<file path="config.mk">
export PLATFORM = sky130hd
export DESIGN_NAME = sbts_host
export DESIGN_NICKNAME = d
export VERILOG_FILES = /design/src/rtl/sbts_pkg.sv /design/src/rtl/sbts_sess_mem.sv /design/src/rtl/sbts_tlv_rx.sv /design/src/rtl/sbts_host.sv
export SDC_FILE = /design/constraint.sdc
export NUM_CORES = 1
export LEC_CHECK = 0
export BUFFER_PORTS_ARGS = -buffer_cell sky130_fd_sc_hd__buf_2
export CAP_MARGIN = 20
export CORE_ASPECT_RATIO = 1.1
export CORE_MARGIN = 2
export CORE_UTILIZATION = 49
export CTS_CLUSTER_DIAMETER = 50
export DETAILED_ROUTE_END_ITERATION = 16
export GPL_TIMING_DRIVEN = 0
export PLACE_DENSITY = 0.84
export SLEW_MARGIN = 25
export SYNTH_ARGS = -nofsm -noshare
export SYNTH_HDL_FRONTEND = slang
export SYNTH_SLANG_ARGS = --single-unit
</file>
<file path="constraint.sdc">
create_clock -name clock -period 2.1 [get_ports clock]
set_input_delay 0.105 -clock clock [delete_from_list [all_inputs] [get_ports clock]]
set_output_delay 0.105 -clock clock [all_outputs]
set_load 0.01 [all_outputs]
</file>
<file path="src/rtl/sbts_pkg.sv">
/*
  shared constants and types of the block transfer session controller:
  register offsets, command and status bit positions, tlv framing values.
  assumes it is compiled before every other design file.
*/
package sbts_pkg;

  // register offsets of the controller's own port
  localparam logic [7:0] A_CTRL = 8'h00;
  localparam logic [7:0] A_BLOCKS = 8'h04;
  localparam logic [7:0] A_LEN = 8'h08;
  localparam logic [7:0] A_TXDATA = 8'h0c;
  localparam logic [7:0] A_STATUS = 8'h10;
  localparam logic [7:0] A_SW = 8'h14;
  localparam logic [7:0] A_RXDATA = 8'h18;
  localparam logic [7:0] A_SESS = 8'h1c;

  // control register fields
  localparam int C_SESS_LO = 0;
  localparam int C_DIR = 2;
  localparam int C_ABORT = 3;
  localparam int C_RTX = 4;

  // status register fields
  localparam int S_BUSY = 0;
  localparam int S_ERR_CMD = 1;
  localparam int S_ERR_TLV = 2;
  localparam int S_MORE = 3;
  localparam int S_PROACT = 4;
  localparam int S_RESEND = 5;
  localparam int S_CARD_ABORT = 6;
  localparam int S_PEND_LO = 7;

  // first parameter byte fields
  localparam int P1_SESS_LO = 6;
  localparam int P1_DATA = 2;
  localparam int P1_ABORT = 1;
  localparam int P1_RTX = 0;

  // second status byte fields
  localparam int SW2_RTX = 4;
  localparam int SW2_PRO = 3;
  localparam int SW2_SESS_LO = 1;
  localparam int SW2_MORE = 0;

  // status words
  localparam logic [7:0] SW1_ONGOING = 8'h92;
  localparam logic [7:0] SW1_PROACT = 8'h91;
  localparam logic [15:0] SW_NOMEM = 16'h6a84;

  // tlv framing
  localparam logic [7:0] TAG_SCD = 8'h80;
  localparam logic [7:0] LEN_SHORT_MAX = 8'h7f;
  localparam logic [7:0] LEN_EXT = 8'h81;

  typedef enum logic [2:0] {
    ST_IDLE, ST_LOOK, ST_CHECK, ST_TAG, ST_LEXT, ST_LEN, ST_VAL, ST_WAIT
  } sbts_state_e;

  typedef struct packed {
    logic active;
    logic pending;
    logic [7:0] tag;
    logic [7:0] remaining;
  } sbts_sess_s;

  // number of length bytes for a value length
  function automatic logic [1:0] sbts_len_hdr(input logic [7:0] len);
    return (len > LEN_SHORT_MAX) ? 2'h2 : 2'h1;
  endfunction : sbts_len_hdr

endpackage : sbts_pkg

</file>
<file path="src/rtl/sbts_sess_mem.sv">
/*
  per-session state store: four entries, one write port, registered read.
  assumes one clock and a synchronous active-high reset.
*/
`timescale 1ns/100ps
module sbts_sess_mem (
  input wire logic clock,
  input wire logic rst,
  input wire logic we,
  input wire logic [1:0] waddr,
  input wire sbts_pkg::sbts_sess_s wdata,
  input wire logic [1:0] raddr,
  output sbts_pkg::sbts_sess_s rdata
);

  typedef struct packed {
    sbts_pkg::sbts_sess_s [3:0] ent;
    sbts_pkg::sbts_sess_s rd;
  } sbts_mem_s;

  sbts_mem_s q;
  sbts_mem_s next_q;

  // read first, returns the old contents on a same-cycle write
  always_comb begin
    next_q = q;
    next_q.rd = q.ent[raddr];
    if (we) begin
      next_q.ent[waddr] = wdata;
    end
  end

  // state register
  always_ff @(posedge clock) begin
    if (rst) begin
      q <= '0;
    end else begin
      q <= next_q;
    end
  end

  assign rdata = q.rd;

endmodule : sbts_sess_mem

</file>
<file path="src/rtl/sbts_tlv_rx.sv">
/*
  checker for response tlv framing: tag, one or two length bytes, value count.
  assumes bytes arrive on the controller clock, one per valid cycle.
*/
`timescale 1ns/100ps
module sbts_tlv_rx (
  input wire logic clock,
  input wire logic rst,
  input wire logic clear,
  input wire logic rx_valid,
  input wire logic [7:0] rx_byte,
  output logic tag_err,
  output logic [7:0] cnt,
  output logic [7:0] last
);

  typedef enum logic [1:0] {RX_TAG, RX_L1, RX_L2, RX_VAL} sbts_rx_e;

  typedef struct packed {
    sbts_rx_e st;
    logic err;
    logic [7:0] len;
    logic [7:0] cnt;
    logic [7:0] last;
  } sbts_rx_s;

  sbts_rx_s q;
  sbts_rx_s next_q;

  // walk tag, length and value bytes
  always_comb begin
    next_q = q;
    if (clear) begin
      next_q = '0;
    end else if (rx_valid) begin
      unique case (q.st)
        RX_TAG: begin
          next_q.err = q.err | (rx_byte != sbts_pkg::TAG_SCD);
          next_q.st = RX_L1;
        end
        RX_L1: begin
          if (rx_byte == sbts_pkg::LEN_EXT) begin
            next_q.st = RX_L2;
          end else begin
            next_q.err = q.err | (rx_byte > sbts_pkg::LEN_SHORT_MAX);
            next_q.len = rx_byte;
            next_q.st = RX_VAL;
          end
        end
        RX_L2: begin
          next_q.err = q.err | (rx_byte <= sbts_pkg::LEN_SHORT_MAX);
          next_q.len = rx_byte;
          next_q.st = RX_VAL;
        end
        RX_VAL: begin
          next_q.err = q.err | (q.cnt == q.len);
          next_q.cnt = q.cnt + 8'h01;
          next_q.last = rx_byte;
        end
      endcase
    end
  end

  // state register
  always_ff @(posedge clock) begin
    if (rst) begin
      q <= '0;
    end else begin
      q <= next_q;
    end
  end

  assign tag_err = q.err;
  assign cnt = q.cnt;
  assign last = q.last;

endmodule : sbts_tlv_rx

</file>
<file path="src/rtl/sbts_host.sv">
/*
  terminal-side controller for interleaved bulk transfer sessions: builds the
  command parameters and tlv framing, sends value bytes as software writes
  them, decodes the card's status words and keeps per-session state.
  assumes the card link runs on this clock and never stalls a byte, and that
  the card answers each command with exactly one rsp_valid pulse.
*/
`timescale 1ns/100ps

module sbts_host (
  input wire logic clock,
  input wire logic rst,
  input wire logic [7:0] addr,
  input wire logic [15:0] wdata,
  input wire logic we,
  input wire logic re,
  output logic [15:0] rdata,
  output logic cmd_start,
  output logic [7:0] cmd_p1,
  output logic [7:0] cmd_p2,
  output logic [8:0] cmd_len,
  output logic cmd_has_lc,
  output logic tx_valid,
  output logic [7:0] tx_byte,
  input wire logic rx_valid,
  input wire logic [7:0] rx_byte,
  input wire logic rsp_valid,
  input wire logic [7:0] rsp_sw1,
  input wire logic [7:0] rsp_sw2
);

  typedef struct packed {
    sbts_pkg::sbts_state_e st;
    logic [1:0] sess;
    logic dir;
    logic abrt;
    logic rtx;
    logic [7:0] blocks;
    logic [7:0] len;
    logic [7:0] cnt;
    logic cmd_start;
    logic [7:0] p1;
    logic [7:0] p2;
    logic [8:0] clen;
    logic has_lc;
    logic tx_valid;
    logic [7:0] tx_byte;
    logic [7:0] sw1;
    logic [7:0] sw2;
    logic busy;
    logic err_cmd;
    logic err_tlv;
    logic more;
    logic proact;
    logic resend;
    logic card_abort;
    logic [1:0] pend_sess;
    logic [15:0] rdata;
  } sbts_host_s;

  sbts_host_s q;
  sbts_host_s next_q;
  sbts_pkg::sbts_sess_s sess_q;
  sbts_pkg::sbts_sess_s mem_wd;
  logic mem_we;
  logic rx_clear;
  logic tlv_err;
  logic [7:0] rx_cnt;
  logic [7:0] rx_last;
  logic refuse;
  logic nomem;
  logic [15:0] status;

  // per-session remaining count, tag and pending flag
  sbts_sess_mem u_mem (
    .clock(clock),
    .rst(rst),
    .we(mem_we),
    .waddr(q.sess),
    .wdata(mem_wd),
    .raddr(q.sess),
    .rdata(sess_q)
  );

  // response tlv framing check
  sbts_tlv_rx u_rx (
    .clock(clock),
    .rst(rst),
    .clear(rx_clear),
    .rx_valid(rx_valid),
    .rx_byte(rx_byte),
    .tag_err(tlv_err),
    .cnt(rx_cnt),
    .last(rx_last)
  );

  // status word image for reads
  always_comb begin
    status = '0;
    status[sbts_pkg::S_BUSY] = q.busy;
    status[sbts_pkg::S_ERR_CMD] = q.err_cmd;
    status[sbts_pkg::S_ERR_TLV] = q.err_tlv;
    status[sbts_pkg::S_MORE] = q.more;
    status[sbts_pkg::S_PROACT] = q.proact;
    status[sbts_pkg::S_RESEND] = q.resend;
    status[sbts_pkg::S_CARD_ABORT] = q.card_abort;
    status[sbts_pkg::S_PEND_LO +: 2] = q.pend_sess;
  end

  // command sequencing, status decoding and register port
  always_comb begin
    next_q = q;
    next_q.cmd_start = 1'b0;
    next_q.tx_valid = 1'b0;
    next_q.rdata = '0;
    mem_we = 1'b0;
    mem_wd = '0;
    rx_clear = 1'b0;
    nomem = ({rsp_sw1, rsp_sw2} == sbts_pkg::SW_NOMEM);
    refuse = 1'b0;
    // sticky flags clear on written ones; sets below win
    if (we && addr == sbts_pkg::A_STATUS) begin
      next_q.err_cmd = q.err_cmd & ~wdata[sbts_pkg::S_ERR_CMD];
      next_q.err_tlv = q.err_tlv & ~wdata[sbts_pkg::S_ERR_TLV];
      next_q.proact = q.proact & ~wdata[sbts_pkg::S_PROACT];
      next_q.card_abort = q.card_abort & ~wdata[sbts_pkg::S_CARD_ABORT];
    end
    if (we && !q.busy && addr == sbts_pkg::A_BLOCKS) begin
      next_q.blocks = wdata[7:0];
    end
    if (we && !q.busy && addr == sbts_pkg::A_LEN) begin
      next_q.len = wdata[7:0];
    end
    unique case (q.st)
      sbts_pkg::ST_IDLE: begin
        if (we && addr == sbts_pkg::A_CTRL) begin
          next_q.sess = wdata[sbts_pkg::C_SESS_LO +: 2];
          next_q.dir = wdata[sbts_pkg::C_DIR];
          next_q.abrt = wdata[sbts_pkg::C_ABORT];
          next_q.rtx = wdata[sbts_pkg::C_RTX];
          next_q.busy = 1'b1;
          next_q.st = sbts_pkg::ST_LOOK;
        end
      end
      sbts_pkg::ST_LOOK: begin
        next_q.st = sbts_pkg::ST_CHECK; // session entry read
      end
      sbts_pkg::ST_CHECK: begin
        refuse = (!q.abrt && !q.dir && q.blocks != 8'h00)
          || (!q.abrt && q.dir && sess_q.active && sess_q.remaining == 8'h00
              && sess_q.pending)
          || (sess_q.active && sess_q.tag != sbts_pkg::TAG_SCD);
        if (refuse) begin
          next_q.err_cmd = 1'b1;
          next_q.busy = 1'b0;
          next_q.st = sbts_pkg::ST_IDLE;
        end else begin
          next_q.cmd_start = 1'b1;
          next_q.p1 = '0;
          next_q.p1[sbts_pkg::P1_SESS_LO +: 2] = q.sess;
          next_q.p1[sbts_pkg::P1_DATA] = q.dir & ~q.abrt;
          next_q.p1[sbts_pkg::P1_ABORT] = q.abrt;
          next_q.p1[sbts_pkg::P1_RTX] = q.rtx & ~q.dir & ~q.abrt;
          next_q.p2 = q.blocks;
          next_q.cnt = 8'h00;
          rx_clear = 1'b1;
          if (q.abrt) begin
            next_q.has_lc = 1'b0;
            next_q.clen = 9'h000;
            next_q.st = sbts_pkg::ST_WAIT;
          end else if (q.dir) begin
            next_q.has_lc = 1'b1;
            next_q.clen = 9'h001 + {7'h00, sbts_pkg::sbts_len_hdr(q.len)} + {1'b0, q.len};
            next_q.st = sbts_pkg::ST_TAG;
          end else begin
            next_q.has_lc = 1'b0;
            next_q.clen = {1'b0, q.len};
            next_q.st = sbts_pkg::ST_WAIT;
          end
        end
      end
      sbts_pkg::ST_TAG: begin
        next_q.tx_valid = 1'b1;
        next_q.tx_byte = sbts_pkg::TAG_SCD;
        next_q.st = (sbts_pkg::sbts_len_hdr(q.len) == 2'h2) ? sbts_pkg::ST_LEXT : sbts_pkg::ST_LEN;
      end
      sbts_pkg::ST_LEXT: begin
        next_q.tx_valid = 1'b1;
        next_q.tx_byte = sbts_pkg::LEN_EXT;
        next_q.st = sbts_pkg::ST_LEN;
      end
      sbts_pkg::ST_LEN: begin
        next_q.tx_valid = 1'b1;
        next_q.tx_byte = q.len;
        next_q.st = (q.len == 8'h00) ? sbts_pkg::ST_WAIT : sbts_pkg::ST_VAL;
      end
      sbts_pkg::ST_VAL: begin
        if (we && addr == sbts_pkg::A_TXDATA) begin
          next_q.tx_valid = 1'b1;
          next_q.tx_byte = wdata[7:0];
          next_q.cnt = q.cnt + 8'h01;
          if (q.cnt + 8'h01 == q.len) begin
            next_q.st = sbts_pkg::ST_WAIT;
          end
        end
      end
      sbts_pkg::ST_WAIT: begin
        if (rsp_valid) begin
          next_q.sw1 = rsp_sw1;
          next_q.sw2 = rsp_sw2;
          next_q.busy = 1'b0;
          next_q.st = sbts_pkg::ST_IDLE;
          // framing judged once per answer, so a software clear sticks
          next_q.err_tlv = next_q.err_tlv | tlv_err;
          if (q.abrt || nomem) begin
            mem_we = 1'b1; // session data dropped
            next_q.more = 1'b0;
            next_q.card_abort = next_q.card_abort | (nomem & ~q.abrt);
          end else if (rsp_sw1 == sbts_pkg::SW1_ONGOING) begin
            mem_we = 1'b1;
            mem_wd.active = rsp_sw2[sbts_pkg::SW2_MORE] | (q.blocks != 8'h00);
            mem_wd.pending = rsp_sw2[sbts_pkg::SW2_MORE];
            mem_wd.tag = sbts_pkg::TAG_SCD;
            mem_wd.remaining = q.blocks;
            next_q.more = rsp_sw2[sbts_pkg::SW2_MORE];
            next_q.proact = next_q.proact | rsp_sw2[sbts_pkg::SW2_PRO];
            next_q.resend = rsp_sw2[sbts_pkg::SW2_RTX];
            next_q.pend_sess = rsp_sw2[sbts_pkg::SW2_SESS_LO +: 2];
          end else if (rsp_sw1 == sbts_pkg::SW1_PROACT) begin
            next_q.proact = 1'b1; // session entry untouched
          end
        end
      end
    endcase
    // read data stand in the cycle after the strobe
    if (re) begin
      unique case (addr)
        sbts_pkg::A_CTRL: next_q.rdata = {11'h000, q.rtx, q.abrt, q.dir, q.sess};
        sbts_pkg::A_BLOCKS: next_q.rdata = {8'h00, q.blocks};
        sbts_pkg::A_LEN: next_q.rdata = {8'h00, q.len};
        sbts_pkg::A_STATUS: next_q.rdata = status;
        sbts_pkg::A_SW: next_q.rdata = {q.sw1, q.sw2};
        sbts_pkg::A_RXDATA: next_q.rdata = {rx_cnt, rx_last};
        sbts_pkg::A_SESS: next_q.rdata = {6'h00, sess_q.active, sess_q.pending, sess_q.remaining};
        default: next_q.rdata = '0;
      endcase
    end
  end

  // state register
  always_ff @(posedge clock) begin
    if (rst) begin
      q <= '0;
    end else begin
      q <= next_q;
    end
  end

  // outputs straight from the state register
  assign rdata = q.rdata;
  assign cmd_start = q.cmd_start;
  assign cmd_p1 = q.p1;
  assign cmd_p2 = q.p2;
  assign cmd_len = q.clen;
  assign cmd_has_lc = q.has_lc;
  assign tx_valid = q.tx_valid;
  assign tx_byte = q.tx_byte;
endmodule : sbts_host

</file>
==> flow_summary_export.csv, run 1 <==
group,metric,value,unit
grt,antenna_found_initial,0,
route,drt-initial-drc-count,878,
pwr,p_sw_share,24.8,%
worst_setup_path,crit_path_end_kind,"register",
route,drt_first_pass_iters,6,
pwr,power_density,677,nW/µm²
place,dp_hpwl,16.4,mm
final_layout,area_growth,21.1,%
synth,postSynthCellCount,934,
pwr,pwr-share-comb,5.7,%
synth,ys_ff_latch,187,
floorplan,num_rows,50,
synth,yosysTopAreaCell,"dfxtp_1",
pwr,pwr-share-seq,50.7,%
pwr,p_switching,1.76,mW
pwr,total_power,7.07,mW
cts,cts_num_sinks,187,
run_status,status,"finished, final reports clean",
grt,grt_max_degree,19,
floorplan,io_pins,106,
timing,drv_slew,0,
timing,period_minus_slack,2060,ps
final_layout,nets,1140,
cts,htreeDepth,4,
pwr,peakVddDrop,637,µV
timing,setup_violations,0,
route,via_count,7660,
grt,gr-usage-met2,43.3,%
floorplan,start_util,50.3,%
worst_setup_path,cp.arrival,2380,ps
pwr,leakage,4.11,nW
pwr,internal-power,5.31,mW
grt,overflow,0,
floorplan,die_h,143,µm
grt,grt_pass1_wl,38.5,mm
min_path,hold_class,"input port to register",
grt,grt_use_total,26.7,%
timing,period_share,98.3,%
timing,clock_skew,8.41,ps
timing,slew_headroom,49.4,%
grt,use_met1,34.7,%
cts,cts_buffers,17,
worst_setup_path,crit_fanout,10,
cts,cts_buffer_depth,2,
synth,yosysSeqAreaShare,43.4,%
cts,clock_latency,440,ps
synth,synth_warnings,0,
worst_setup_path,critPathKind,"register to register",
timing,rsz0062_at_grt,"yes",
floorplan,die_x,130,µm
synth,synth_area_leaders,"dfxtp_1 43%, mux2i_1 5.7%, nand2_1 5.1%",
timing,max_freq,484,MHz
cts,cts_tree,"done",
place,place.gp.congestion,0.949,
grt,grtUsageMet3,4.72,%
job,cap_viol_max_count,0,
synth,async_flop_share,0,%
route,routed_wl,24.6,mm
route,drc,0,
synth,synth_common_cells,"187 x dfxtp_1, 116 x nand2_1, 80 x nor2_1",
floorplan,core,17100,µm²
pwr,power_frac_clock,43.7,%
floorplan,die-area,18700,µm²
synth,synth.top_cell.area_share,43.4,%
timing,tightest_slew,759,ps
synth,synthFlopType,"dfxtp_1",
synth,synth_edf_count,0,
route,viasPerCell,5.78,
grt,top_usage_layer,"met2",
final_layout,drive_gt1_share,24.1,%
place,io_buffers,94,
synth,synth.most_common_cell,"dfxtp_1",
synth,ys_types,69,
grt,grt_pass1_vias,7343,
cts,path_clk_slew,70,ps
worst_setup_path,worst_setup_path_start_kind,"register",
route,post_drt_wl_per_cell,18.6,µm
final_layout,final_core_util,60.9,%
cts,cts_root_buf,"clkbuf_16",
synth,syn_area,8620,µm²
timing,finalHoldViolCount,0,
final_layout,num_antenna_cells,0,
route,antenna_left,0,
worst_setup_path,critPathRequiredTime,2420,ps
synth,avgSynthCellArea,9.23,µm²
cell families after synthesis:
family	share of synthesized area, %
muxes	10.7
AOI/OAI and AO/OA	14.8
other	0.0435
xor gates and xnor gates	3.45
and+or+nand+nor	18.5
buffers and inverters	8.13
DFF	43.4
adders and majority gates	1.02
sequential cells by signal (all words and copies together) (netlist names):
register	flops
cmd_has_lc	1
cmd_len	9
cmd_p1	4
cmd_p2	8
cmd_start	1
q	57
rdata	16
tx_byte	8
tx_valid	1
u_mem.q	44
u_mem.rdata	11
u_rx.cnt	8
u_rx.last	8
u_rx.q	10
u_rx.tag_err	1
worst max-delay path: stages, from the launching register on:
cell and delay (ps):
dfxtp_1 330, buf_2 210, nand4_1 190, nor2_1 190, and3_1 180, buf_2 270
nand3_1 200, o21ai_0 370
routing by layer:
metal  wire (µm)  up-vias
met5           0        -
met4        1010        0
met3        1980       78
met2       11600      386
met1        9970     3653
li1            -     3543
cell usage in the layout (no fill, tap or decap), types with 26 or more instances in the layout:
master,count
o2bb2ai_1,36
dlygate4sd3_1,28
nor2_1,80
dfxtp_1,182
clkbuf_1,36
nand2_1,115
xnor2_1,26
buf_2,105
mux2i_1,49
a21oi_1,63
buf_4,57
final cells by class:
cell class	count	area [µm²]
Clock inverter	14	129
Sequential cell	187	3750
Buffer	109	669
Inverter	15	56.3
Timing Repair Buffer	128	796
Clock buffer	18	439
Fill cell	1350	6700
Multi-Input combinational cell	621	4310
Tap cell	234	293
power by group through the flow:
stage                     combinational [mW]  clock (mW)  sequential (mW)
after floorplan                        0.191           0             3.66
after global placement                 0.327           0             3.66
after detailed placement               0.333           0             3.66
after CTS                              0.379        3.10             3.58
after global routing                   0.425        3.24             3.58
final                                  0.400        3.09             3.58
path summary, 6_finish.rpt:
kind | start | endpoint | slack [ps] | cells after the start
setup / recovery | q[107] | u_mem.q[88] | 40 | 7
hold / removal | wdata[2] | q[103] | 6 | 3
setup reg to reg | q[107] | u_mem.q[88] | 40 | 7
hold reg to reg | cmd_len[7] | cmd_len[7] | 450 | 2
timing repair:
action                     4_1_cts  5_1_grt
cloned                           0        0
hold buffers                    28        0
hold endpoints to repair        42        0
setup endpoints to repair      106       87
pin swaps                        2        4
gates resized for setup         14       33
buffers inserted                 4        2
per-stage QoR:
step                cells  instance area [µm²]  hold WS (ps)  setup slack [ps]  TNS [ps]
detailed placement   1264                 9400           385              -435    -26400
global placement     1264                 9390           374              -382    -24000
floorplan             936                 8630           241               127         0
CTS                  1326                10300          1.53              7.67         0
finish               1326                10400          5.94              36.0         0
global route         1326                10400          21.3             -17.7     -65.4
No activity file was read; power rests on OpenSTA's default activity.
==> run 2: changes to the inputs <==
Settings changed: CELL_PAD_IN_SITES_DETAIL_PLACEMENT from default to 0, CELL_PAD_IN_SITES_GLOBAL_PLACEMENT from default to 1, CORE_UTILIZATION 49 to 40, PLACE_DENSITY 0.84 to 0.88.
==> run 2 against run 1 <==
Against the previous run: clock power decreased by 1%; flip-flop and latch count is the same; maximum frequency fell by 1.1%; highest routed layer unchanged; register-to-register slack got worse by 20 ps; sequential power barely moved; clock skew is 5.0 ps higher; count of clock-buffer cells in the layout up 2.
==> flow_summary_export.csv, run 2 (synthesis results as in run 1) <==
group,metric,value,unit
final_layout,num_antenna_cells,0,
final_layout,largest_register_ffs,57,
route,routed_wl,24.2,mm
worst_setup_path,worst_setup_path_start_kind,"register",
route,viasPerCell,5.28,
cts,clock_latency,440,ps
floorplan,die_h,158,µm
worst_setup_path,critPathKind,"register to register",
grt,grt_pass1_vias,6739,
floorplan,die-area,22700,µm²
floorplan,die_x,144,µm
final_layout,drive_gt1_share,23.1,%
pwr,peakVddDrop,562,µV
final_layout,regMostFlops,"q",
worst_setup_path,cpPeakStageDelay,400,ps
cts,path_clk_slew,70,ps
grt,grt_max_degree,18,
route,antenna_left,0,
pwr,leakage,4.08,nW
pwr,power_density,673,nW/µm²
final_layout,fill_cells,2009,
floorplan,start_util,40.6,%
grt,overflow,0,
timing,period_minus_slack,2090,ps
timing,rsz0062_at_grt,"yes",
worst_setup_path,path_buf_inv,2,
route,post_drt_wl_per_cell,17.5,µm
run_status,status,"finished, final reports clean",
timing,drv_slew,0,
worst_setup_path,cp.arrival,2390,ps
route,drc,0,
timing,max_freq,479,MHz
cts,cts_root_buf,"clkbuf_16",
floorplan,num_rows,56,
worst_setup_path,crit_path_end_kind,"register",
cts,cts_tree,"done",
final_layout,area_growth,21.0,%
worst_setup_path,path_common_cell,"buf_4",
min_path,hold_class,"input port to register",
timing,tightest_slew,786,ps
worst_setup_path,crit_fanout,10,
cts,htreeDepth,4,
final_layout,layout.area.seq,3750,µm²
final_layout,final_common_cell,"dfxtp_1",
place,io_buffers,94,
grt,grt_use_total,21.5,%
timing,setup_violations,0,
timing,period_share,99.4,%
floorplan,core,21200,µm²
place,dp_hpwl,17.2,mm
cts,cts_num_sinks,187,
final_layout,multi_input_area,4260,µm²
route,drt_first_pass_iters,6,
route,drt-initial-drc-count,664,
route,via_count,7299,
floorplan,io_pins,106,
timing,slew_headroom,47.6,%
grt,grt_pass1_wl,37.5,mm
timing,holdWs,10.1,ps
final_layout,layout_common_cells,"185 x dfxtp_1, 114 x nand2_1, 106 x buf_2",
worst_setup_path,critPathRequiredTime,2400,ps
grt,antenna_found_initial,0,
worst_setup_path,cpLargestDelayFamily,"buffers and inverters",
worst_setup_path,crit_chain,"nor4bb_1 > a31oi_1 > o211ai_1 > buf_4 > buf_4 > mux2i_1 > nor2_1",
worst_setup_path,crit_path_top_delay_cell,"dfxtp_2",
place,place.gp.congestion,0.919,
timing,finalHoldViolCount,0,
cts,cts_buffers,17,
timing,clock_skew,13.4,ps
job,cap_viol_max_count,0,
final_layout,final_core_util,49.2,%
final_layout,nets,1141,
cts,cts_buffer_depth,2,
-- run 2: power breakdown --
part,switching (mW),internal [mW]
Clock,1.47,1.58
Combinational,0.236,0.158
Sequential,0.0196,3.56
-- run 2: final timing paths --
path	start	slack [ps]	depth (start not counted)	endpoint
max	q[102]	10	7	cmd_p2[6]
min	wdata[2]	10	3	q[87]
max reg2reg	q[102]	10	7	cmd_p2[6]
min reg2reg	q[39]	450	2	q[39]
-- run 2: metrics by stage --
stage,setup TNS [ps],power [mW],std cells,worst slack [ps],area [µm²]
3_3_place_gp,-31840,4.00,1320,-451,9460
4_1_cts,0,7.05,1382,19.2,10400
6_report,0,7.03,1383,12.4,10400
5_1_grt,-1560,7.24,1383,-83.8,10400
2_1_floorplan,0,3.85,936,127,8630
3_5_place_dp,-32230,4.00,1320,-466,9470
-- run 2: worst register-to-register path: stages, from the launching register on --
cell and delay, ps:
dfxtp_2 400, nor4bb_1 300, a31oi_1 170, o211ai_1 290, buf_4 260, buf_4 240
mux2i_1 220, nor2_1 60
-- run 2: per-layer routing --
metal  global-route usage [%]  up-vias  wire, µm
met5                        0        -         0
met4                     7.70        0       480
met3                     3.57       38      1590
met2                     34.1      273     11200
met1                     29.5     3447     10900
li1                         -     3541         -
-- run 2: area by class of cell --
type / instances / area share [%]
multi-input cells: 621 / 40.8
inverters: 15 / 0.540
plain buffers: 109 / 6.19
repair buffers: 129 / 7.74
flip-flops and latches: 187 / 35.9
clock buffers: 20 / 4.28
well taps: 290 / 3.48
clock inverters: 12 / 1.04
-- run 2: what timing repair did --
action,4_1_cts,5_1_grt
gates resized for setup,10,18
setup endpoints to repair,105,83
hold buffers,30,0
pin swaps,1,1
endpoints found under the hold margin,47,0
buffers inserted,4,1
